===== src/mute_diag_pkg.sv =====
// package for the mute state sequencer and diagnostic encoder
// assumes a single 100 MHz clock domain
`default_nettype none
package mute_diag_pkg;
    localparam int unsigned CLK_HZ = 100_000_000;
    localparam int unsigned PAIR_GAP_MS = 3000;
    localparam int unsigned CURTAIN_GAP_MS = 300;
    localparam int unsigned SENSOR_MUTE_S = 120;
    localparam int unsigned BYPASS_MUTE_S = 600;
    localparam int unsigned BLINK_HALF_MS = 500;
    localparam int unsigned CYC_PER_MS = CLK_HZ / 1000;
    localparam int unsigned MS_TICK_CYCLES = CYC_PER_MS;
    localparam int unsigned MS_PER_S = 1000;
    localparam int unsigned SYNC_STAGES = 2;

    // display codes, two bcd digits
    localparam logic [7:0] CODE_RUN = 8'h00;
    localparam logic [7:0] CODE_INTERLOCK = 8'h01;
    localparam logic [7:0] CODE_MUTING = 8'h02;
    localparam logic [7:0] CODE_BYPASS = 8'h03;
    localparam logic [7:0] CODE_POWERUP = 8'h88;
    localparam logic [7:0] CODE_INT_FAULT = 8'h50;
    localparam logic [7:0] CODE_EDM_BEFORE = 8'h41;
    localparam logic [7:0] CODE_EDM_AFTER = 8'h42;
    localparam logic [7:0] CODE_EDM_POWERUP = 8'h43;
    localparam logic [7:0] CODE_CH_SEQ = 8'h61;
    localparam logic [7:0] CODE_CH_PAIR = 8'h63;
    localparam logic [7:0] CODE_CH_TIME = 8'h65;
    localparam logic [7:0] CODE_LAMP_OPEN = 8'h67;
    localparam logic [7:0] CODE_CURTAIN = 8'h71;

    typedef struct packed {
        logic mode_invalid;
        logic changed;
        logic banks_differ;
        logic input_count_bad;
        logic sensor_count_bad;
    } switch_fault_t;

    typedef struct packed {
        logic shorted_together;
        logic a_to_power;
        logic b_to_power;
        logic a_to_ground;
        logic b_to_ground;
    } output_fault_t;

    // two channel sensors: first, second of each pair, and the third
    typedef struct packed {
        logic [1:0] first;
        logic [1:0] second;
        logic [1:0] third;
    } sensors_t;

    typedef enum logic [2:0] {
        ST_POWERUP, ST_INTERLOCK, ST_RUN, ST_STOP_BYPASS, ST_MUTE_BYPASS,
        ST_MUTE_SENSOR, ST_STOP
    } mode_t;
endpackage : mute_diag_pkg
`default_nettype wire


===== src/mute_state_diag_encoder.sv =====
// state sequencer and diagnostic code encoder of a light curtain mute controller
// every input but clock and reset is asynchronous and passes two flip-flops; one 100 MHz clock
`default_nettype none
module mute_state_diag_encoder #(
    parameter int unsigned MS_CYCLES = mute_diag_pkg::MS_TICK_CYCLES
) (
    input wire logic clk_i,
    input wire logic reset_n_i,
    input wire logic start_i,
    input wire mute_diag_pkg::sensors_t sensors_i,
    input wire logic [3:0] curtain_i,
    input wire logic feedback_ok_i,
    input wire logic [1:0] lamp_open_i,
    input wire logic internal_fault_i,
    input wire logic bypass_enable_i,
    input wire mute_diag_pkg::switch_fault_t switch_fault_i,
    input wire mute_diag_pkg::output_fault_t output_fault_i,
    output logic [1:0] safety_switching_output_o,
    output logic [1:0] mute_lamp_o,
    output logic mute_aux_o,
    output logic [7:0] display_o
);
    import mute_diag_pkg::*;

    localparam int SW = $bits(sensors_t) + 4 + 1 + 2 + 1 + 1 + 1 + $bits(switch_fault_t)
        + $bits(output_fault_t);

    // two-stage synchroniser on every pin except clock and reset
    logic [SW-1:0] sync1;
    logic [SW-1:0] sync2;
    always_ff @(posedge clk_i or negedge reset_n_i) begin
        if (!reset_n_i) begin
            sync1 <= '0;
            sync2 <= '0;
        end else begin
            sync1 <= {sensors_i, curtain_i, start_i, lamp_open_i, feedback_ok_i,
                      internal_fault_i, bypass_enable_i, switch_fault_i, output_fault_i};
            sync2 <= sync1;
        end
    end

    sensors_t sens;
    logic [3:0] curt;
    logic start_s;
    logic [1:0] lamp_open;
    logic fb_ok;
    logic int_fault;
    logic byp_en;
    switch_fault_t swf;
    output_fault_t outf;
    assign {sens, curt, start_s, lamp_open, fb_ok, int_fault, byp_en, swf, outf} = sync2;

    // millisecond tick from the system clock
    logic [$clog2(MS_CYCLES+1)-1:0] div;
    wire ms_tick = (div == '0);
    always_ff @(posedge clk_i or negedge reset_n_i) begin
        if (!reset_n_i) div <= '0;
        else div <= ms_tick ? ($bits(div))'(MS_CYCLES - 1) : div - 1'b1;
    end

    // power-up lasts until the synchroniser holds real pin values, not its reset zeros
    logic [1:0] settle;
    wire settled = (settle == 2'(SYNC_STAGES));
    always_ff @(posedge clk_i or negedge reset_n_i) begin
        if (!reset_n_i) settle <= '0;
        else if (!settled) settle <= settle + 2'h1;
    end

    function automatic logic [19:0] bump(input logic [19:0] c, input logic run);
        bump = run ? ((c == '1) ? c : c + 20'h00001) : 20'h00000;
    endfunction : bump

    // curtain state: both inputs of a pair on; skew when they disagree
    wire [1:0] curt_clear = {&curt[3:2], &curt[1:0]};
    wire [1:0] curt_skew = {^curt[3:2], ^curt[1:0]};
    wire curtain_clear = &curt_clear;
    wire [1:0] ch_first = sens.first;
    wire [1:0] ch_second = sens.second;
    wire any_sensor = |{sens.first, sens.second, sens.third};
    wire [1:0] pair_both = ch_first & ch_second;
    wire [1:0] pair_one = ch_first ^ ch_second;

    mode_t mode;
    mode_t next_mode;
    logic third_at_powerup;
    logic start_prev;
    logic rearmed;
    logic [19:0] skew_ms [2];
    logic [19:0] gap_ms [2];
    logic [19:0] mute_ms;
    logic [9:0] blink_ms;
    logic blink;
    logic [1:0] seq_err;
    logic [1:0] pair_err;
    logic [1:0] time_err;
    logic [1:0] curt_err;
    logic [1:0] mute_ch;
    logic fb_err_run;
    logic fb_err_pre;
    logic fb_err_pwr;

    wire start_release = start_prev & ~start_s; // act on the release edge
    // second sensor before first is a bad order for that channel
    wire [1:0] bad_order = ch_second & ~ch_first & {2{~rearmed}} | ch_second & ~ch_first;
    wire [1:0] sensor_mute_ok = pair_both & ~seq_err & ~pair_err & ~lamp_open;
    wire bypass_mute_ms = (mute_ms >= 20'(BYPASS_MUTE_S * MS_PER_S));
    wire sensor_mute_ms = (mute_ms >= 20'(SENSOR_MUTE_S * MS_PER_S));
    wire any_fault = int_fault | (|swf) | (|outf) | fb_err_run | fb_err_pre | fb_err_pwr;

    // state sequencing
    always_comb begin
        next_mode = mode;
        unique case (mode)
            ST_POWERUP: if (settled) next_mode = ST_INTERLOCK;
            ST_INTERLOCK: if (start_release && curtain_clear && fb_ok && !any_fault)
                next_mode = ST_RUN;
            ST_RUN: begin
                if (!curtain_clear) begin
                    if (!third_at_powerup && rearmed && (|sensor_mute_ok))
                        next_mode = ST_MUTE_SENSOR;
                    else if (byp_en && any_sensor)
                        next_mode = ST_STOP_BYPASS;
                    else
                        next_mode = ST_STOP;
                end
            end
            ST_STOP_BYPASS: begin
                if (start_release && !(|lamp_open)) next_mode = ST_MUTE_BYPASS;
                else if (curtain_clear) next_mode = ST_INTERLOCK;
            end
            ST_MUTE_BYPASS: begin
                if (curtain_clear) next_mode = ST_RUN;
                else if (!any_sensor) next_mode = ST_STOP;
                else if (bypass_mute_ms) next_mode = ST_STOP_BYPASS;
            end
            ST_MUTE_SENSOR: begin
                if (curtain_clear) next_mode = ST_RUN;
                else if (!any_sensor || sensor_mute_ms) next_mode = ST_STOP;
            end
            ST_STOP: if (start_release && curtain_clear) next_mode = ST_RUN;
            default: next_mode = ST_INTERLOCK;
        endcase
        if (any_fault && mode != ST_POWERUP) next_mode = ST_INTERLOCK;
    end

    // mode register and power-up snapshot of the third sensor
    always_ff @(posedge clk_i or negedge reset_n_i) begin
        if (!reset_n_i) begin
            mode <= ST_POWERUP;
            third_at_powerup <= 1'b0;
            start_prev <= 1'b0;
        end else begin
            mode <= next_mode;
            start_prev <= start_s;
            if (mode == ST_POWERUP && settled) third_at_powerup <= |sens.third;
        end
    end

    // auto muting re-arms once every sensor is clear in run
    always_ff @(posedge clk_i or negedge reset_n_i) begin
        if (!reset_n_i) rearmed <= 1'b0;
        else if (mode == ST_RUN && !any_sensor) rearmed <= 1'b1;
        else if (mode == ST_MUTE_BYPASS || mode == ST_MUTE_SENSOR) rearmed <= 1'b0;
    end

    // mute duration counter restarts on every entry into muting
    wire muting = (mode == ST_MUTE_BYPASS) || (mode == ST_MUTE_SENSOR);
    always_ff @(posedge clk_i or negedge reset_n_i) begin
        if (!reset_n_i) mute_ms <= '0;
        else if (!muting) mute_ms <= '0;
        else if (ms_tick) mute_ms <= bump(mute_ms, 1'b1);
    end

    // per-channel skew timers: sensor pair gap and curtain input pair
    for (genvar c = 0; c < 2; c++) begin : g_ch
        always_ff @(posedge clk_i or negedge reset_n_i) begin
            if (!reset_n_i) begin
                gap_ms[c] <= '0;
                skew_ms[c] <= '0;
            end else if (ms_tick) begin
                gap_ms[c] <= bump(gap_ms[c], pair_one[c]);
                skew_ms[c] <= bump(skew_ms[c], curt_skew[c]);
            end
        end
        // sticky mute errors, cleared once all sensors are clear again; curtain skew error cleared on start release
        always_ff @(posedge clk_i or negedge reset_n_i) begin
            if (!reset_n_i) begin
                seq_err[c] <= 1'b0;
                pair_err[c] <= 1'b0;
                time_err[c] <= 1'b0;
                curt_err[c] <= 1'b0;
                mute_ch[c] <= 1'b0;
            end else begin
                if (bad_order[c] && pair_one[c]) seq_err[c] <= 1'b1;
                else if (!any_sensor) seq_err[c] <= 1'b0;
                if (gap_ms[c] > 20'(PAIR_GAP_MS)) pair_err[c] <= 1'b1;
                else if (!any_sensor) pair_err[c] <= 1'b0;
                if (mode == ST_MUTE_SENSOR && sensor_mute_ms && mute_ch[c])
                    time_err[c] <= 1'b1;
                else if (!any_sensor) time_err[c] <= 1'b0;
                if (skew_ms[c] > 20'(CURTAIN_GAP_MS)) curt_err[c] <= 1'b1;
                else if (start_release) curt_err[c] <= 1'b0;
                if (mode == ST_RUN && next_mode == ST_MUTE_SENSOR)
                    mute_ch[c] <= sensor_mute_ok[c];
            end
        end
    end

    // contactor feedback must match the outputs; classified by phase
    wire outputs_on = (mode == ST_RUN) || muting;
    always_ff @(posedge clk_i or negedge reset_n_i) begin
        if (!reset_n_i) begin
            fb_err_pwr <= 1'b0;
            fb_err_pre <= 1'b0;
            fb_err_run <= 1'b0;
        end else begin
            if (mode == ST_POWERUP && settled && !fb_ok) fb_err_pwr <= 1'b1;
            if (mode == ST_INTERLOCK && start_release && !fb_ok) fb_err_pre <= 1'b1;
            if (outputs_on && !fb_ok) fb_err_run <= 1'b1;
        end
    end

    // roughly 1 Hz blink for bypass waiting
    always_ff @(posedge clk_i or negedge reset_n_i) begin
        if (!reset_n_i) begin
            blink_ms <= '0;
            blink <= 1'b0;
        end else if (mode != ST_STOP_BYPASS) begin
            blink_ms <= '0;
            blink <= 1'b1;
        end else if (ms_tick) begin
            if (blink_ms >= 10'(BLINK_HALF_MS - 1)) begin
                blink_ms <= '0;
                blink <= ~blink;
            end else blink_ms <= blink_ms + 10'h001;
        end
    end

    // code select: internal, switch, output, feedback, curtain, mute, status
    logic [7:0] next_code;
    always_comb begin
        next_code = CODE_RUN;
        if (int_fault) next_code = CODE_INT_FAULT;
        else if (swf.mode_invalid) next_code = 8'h21;
        else if (swf.changed) next_code = 8'h22;
        else if (swf.banks_differ) next_code = 8'h23;
        else if (swf.input_count_bad) next_code = 8'h27;
        else if (swf.sensor_count_bad) next_code = 8'h28;
        else if (outf.shorted_together) next_code = 8'h31;
        else if (outf.a_to_power) next_code = 8'h32;
        else if (outf.b_to_power) next_code = 8'h33;
        else if (outf.a_to_ground) next_code = 8'h34;
        else if (outf.b_to_ground) next_code = 8'h35;
        else if (fb_err_pwr) next_code = CODE_EDM_POWERUP;
        else if (fb_err_pre) next_code = CODE_EDM_BEFORE;
        else if (fb_err_run) next_code = CODE_EDM_AFTER;
        else if (|curt_err) next_code = CODE_CURTAIN + {7'h00, ~curt_err[0]};
        else if (|lamp_open) next_code = CODE_LAMP_OPEN + {7'h00, ~lamp_open[0]};
        else if (|time_err) next_code = CODE_CH_TIME + {7'h00, ~time_err[0]};
        else if (|pair_err) next_code = CODE_CH_PAIR + {7'h00, ~pair_err[0]};
        else if (|seq_err) next_code = CODE_CH_SEQ + {7'h00, ~seq_err[0]};
        else if (mode == ST_POWERUP) next_code = CODE_POWERUP;
        else if (mode == ST_INTERLOCK || mode == ST_STOP) next_code = CODE_INTERLOCK;
        else if (mode == ST_STOP_BYPASS) next_code = CODE_BYPASS;
        else if (mode == ST_MUTE_BYPASS) next_code = CODE_MUTING;
        else if (mode == ST_MUTE_SENSOR) next_code = CODE_MUTING;
    end

    // registered outputs
    always_ff @(posedge clk_i or negedge reset_n_i) begin
        if (!reset_n_i) begin
            display_o <= CODE_POWERUP;
            safety_switching_output_o <= 2'h0;
            mute_lamp_o <= 2'h0;
            mute_aux_o <= 1'b0;
        end else begin
            display_o <= next_code;
            safety_switching_output_o <= {2{outputs_on & ~any_fault}};
            mute_lamp_o <= muting ? 2'h3 : (mode == ST_STOP_BYPASS) ? {2{blink}} : 2'h0;
            mute_aux_o <= muting | ((mode == ST_STOP_BYPASS) & blink);
        end
    end
endmodule : mute_state_diag_encoder
`default_nettype wire


===== config.mk =====
export PLATFORM = sky130hd
export DESIGN_NAME = mute_state_diag_encoder
export DESIGN_NICKNAME = d
export VERILOG_FILES = /design/src/mute_diag_pkg.sv /design/src/mute_state_diag_encoder.sv
export SDC_FILE = /design/constraint.sdc
export NUM_CORES = 1
export LEC_CHECK = 0
export CAP_MARGIN = 10
export CORE_ASPECT_RATIO = 1.1
export CORE_UTILIZATION = 37
export DETAILED_ROUTE_END_ITERATION = 6
export DONT_BUFFER_PORTS = 1
export HOLD_SLACK_MARGIN = 0.15
export PLACE_DENSITY_LB_ADDON = 0.3
export SYNTH_ARGS = -nofsm -noshare
export SYNTH_HDL_FRONTEND = slang
export SYNTH_SLANG_ARGS = --single-unit
export TNS_END_PERCENT = 30

===== constraint.sdc =====
create_clock -name clk_i -period 3.25 [get_ports clk_i]
set_input_delay 0.325 -clock clk_i [delete_from_list [all_inputs] [get_ports clk_i]]
set_output_delay 0.325 -clock clk_i [all_outputs]
set_load 0.02 [all_outputs]

==> impl_metrics.yaml <==
timing:
  hold_viol: 211
  finClkSkew_ps: 17.0
  fin_crit_sh_pct: 89.7
  fmax_mhz: 343
  tns_ps: 0
  rsz0062_at_grt: "no"
  hold_ws_ps: -482
  slew_violations: 0
  tightestPinTransition_ps: 1030
  final.setup.worst_slack_ps: 336
  setup_viol: 0
  period_needed_ps: 2910
  maxSlewHeadroom_pct: 30.6
synth:
  synth_top_area_cell: "dfrtp_1"
  synth_top_area_share_pct: 53.4
  synthCells: 988
  synthTopCellsByCount: "dfrtp_1 (209), nor2_1 (147), nand2_1 (79), nand3_1 (47), o21ai_0 (45)"
  synth_area_sq_um: 9790
  synth_area_leaders: "dfrtp_1 (53%), nor2_1 (5.6%), xor2_1 (3.9%)"
  ys.flop_type: "dfrtp_1"
  yosys.cell_types.count: 64
  syn_nets: 1035
  yosysMostFrequentCell: "dfrtp_1"
  yosysWarningCount: 0
  synth_edf_count: 0
  synth_area_per_cell_sq_um: 9.91
  synth.ff_latch_count: 211
  async_flop_share_pct: 100
  ys_seq_area_share_pct: 54.0
cells_and_area:
  n_antenna_cell: 0
  register_area_sq_um: 5280
  area_growth_pct: 16.0
  fin_area_sq_um: 11400
  drive_gt1_share_pct: 7.05
  fillers: 2536
  nets: 1079
  multi_input_area_sq_um: 4240
cts:
  cts_root_buf: "clkbuf_16"
  htree_levels: 1
  cts_buffer_depth: 3
  cts.sinks: 211
  postCtsSetupBuffers: 0
  cts_hold_buffers: 26
  cts_tree: "built"
  cts_buffers: 24
  clkLatencyLatePin_ps: 530
  path_clk_slew_ps: 60
  ctsResizeCount: 0
critical_path:
  worstSetupStartpointType: "register"
  cp_max_fo: 9
  reg2reg_depth: 10
  path_class: "register to register"
  cp.required_ps: 3690
  crit_arrival_ps: 3360
  end_kind: "register"
routing:
  drt_iter0_drc: 383
  ant_nets: 0
  drt_first_pass_iters: 5
  wl_mm: 20.0
  wl_per_cell_um: 14.3
  via_count: 7227
  viasPerCell: 5.15
  drc: 0
floorplanning:
  dieArea_sq_um: 27100
  coreArea_sq_um: 26100
  io_pins: 41
  dieHeight_um: 173
  start_util_pct: 37.6
  chipWidth_um: 157
  rows: 62
run_status:
  status: "finished with violations"
  violations: "hold timing"
global_routing:
  antenna_found_initial: 0
  grt_max_degree: 212
  track_usage_pct: 15.6
  grt_pass1_vias: 7120
  grt_pass1_wl_mm: 35.2
  gr-total-overflow: 0
placement:
  pre_cts_slack_ps: 290
  gp_congestion: 0.805
  place_area_sq_um: 10200
  dp_hpwl_mm: 13.3
  place.port_buffers: 0
power_and_ir_drop:
  p_leak_uw: 0.00478
  ir_worst_vdd_uv: 413
  power.density_nw_per_um2: 493
run:
  max-cap-violations: 0
worst_hold_path:
  hold_path.class: "input pin to async pin"
## layer usage
| metal | up-vias | track usage [%] | part of all wire, % |
|---|---|---|---|
| li1 | 3556 | - | - |
| met3 | 38 | 2.76 | 3.5 |
| met1 | 3527 | 22.3 | 48 |
| met4 | 0 | 3.72 | 2.1 |
| met2 | 106 | 24.5 | 46 |
| met5 | - | 0 | 0 |
## sequential cells by signal, summed over array words and instances, names as in the netlist, 2 cells and up
register	flops
seq_err	2
mute_ch	2
pair_err	2
settle	2
sync2	26
sync1	26
mode	3
mute_ms	20
gap_ms	40
div	17
blink_ms	10
curt_err	2
display_o	8
time_err	2
skew_ms	40
## cells in the final DEF (no fill, tap or decap), drive strengths merged, types with 4 or more instances in the layout
cell         synthesis  layout
nand3b               4       4
clkbuf              17      30
nand3               47      47
buf                  7      16
nand2b              13      13
clkinv               0       8
a211oi               5       5
or4                 10      10
or2                  5       5
nor2               147     147
nand4               27      27
a21oi               32      32
a21o                 6       6
xor2                44      44
nor4b                8       8
xnor2               40      40
and3                16      16
a22o                 4       4
inv                 42      43
a31oi                6       6
and4                 5       5
and2                13      13
o21ai               45      45
a41oi                4       4
or3                 13      13
o31ai               14      14
nor4                23      23
nor3                35      35
ha                  19      19
dfrtp              209     209
nand2               80      80
dlygate4sd3          0      26
## worst max-delay path, cell delays in order, from the launching register on
cell,delay [ps]
dfrtp_1,380
inv_1,60
ha_1,190
or4b_4,510
nor4_4,320
and2_1,380
buf_4,220
o31ai_1,220
nor4b_1,360
a21oi_1,70
o21ai_0,120
## where the power goes
part	leakage [uW]	total [uW]	internal (uW)	switching [uW]
clock network	0.000421	2820	1730	1080
logic	0.00164	82.7	42.7	40.0
registers	0.00272	2700	2670	31.4
## per-stage QoR
| stage | std cells | power, uW | util [%] |
|---|---|---|---|
| after global placement | 1332 | 2800 | 39.3 |
| after global routing | 1402 | 5800 | 43.6 |
| after CTS | 1402 | 5680 | 43.6 |
| final | 1402 | 5600 | 43.6 |
| after detailed placement | 1332 | 2800 | 39.3 |
| after floorplan | 988 | 2780 | - |
## cells by family after synthesis
logic type               Yosys count  synth area share, %
adder cells (fa/ha/maj)           19                 2.43
multiplexers                       4                0.447
AO/OA/AOI/OAI                    146                 9.53
AND/OR/NAND/NOR                  458                 23.4
flip-flops                       211                 54.0
XOR/XNOR                          84                 7.52
buffers and inverters             66                 2.68
## cell type report
class,instances,area share [%]
sequential,211,46.5
multi-input combinational,711,37.4
clock buffer,30,6.02
tap,352,3.88
timing repair buffer,42,3.35
clock inverter,14,1.49
inverter,42,1.39
## worst paths after layout
kind	start	end	slack [ps]
max	div[0]	skew_ms[22]	340
min	reset_n_i	display_o[6]	-480
max reg2reg	div[0]	skew_ms[22]	340
min reg2reg	sync1[8]	sync2[8]	350
max in group asynchronous	reset_n_i	sync1[2]	3310
min in group clk_i	sync1[8]	sync2[8]	350
No activity file was read; power rests on OpenSTA's default activity.
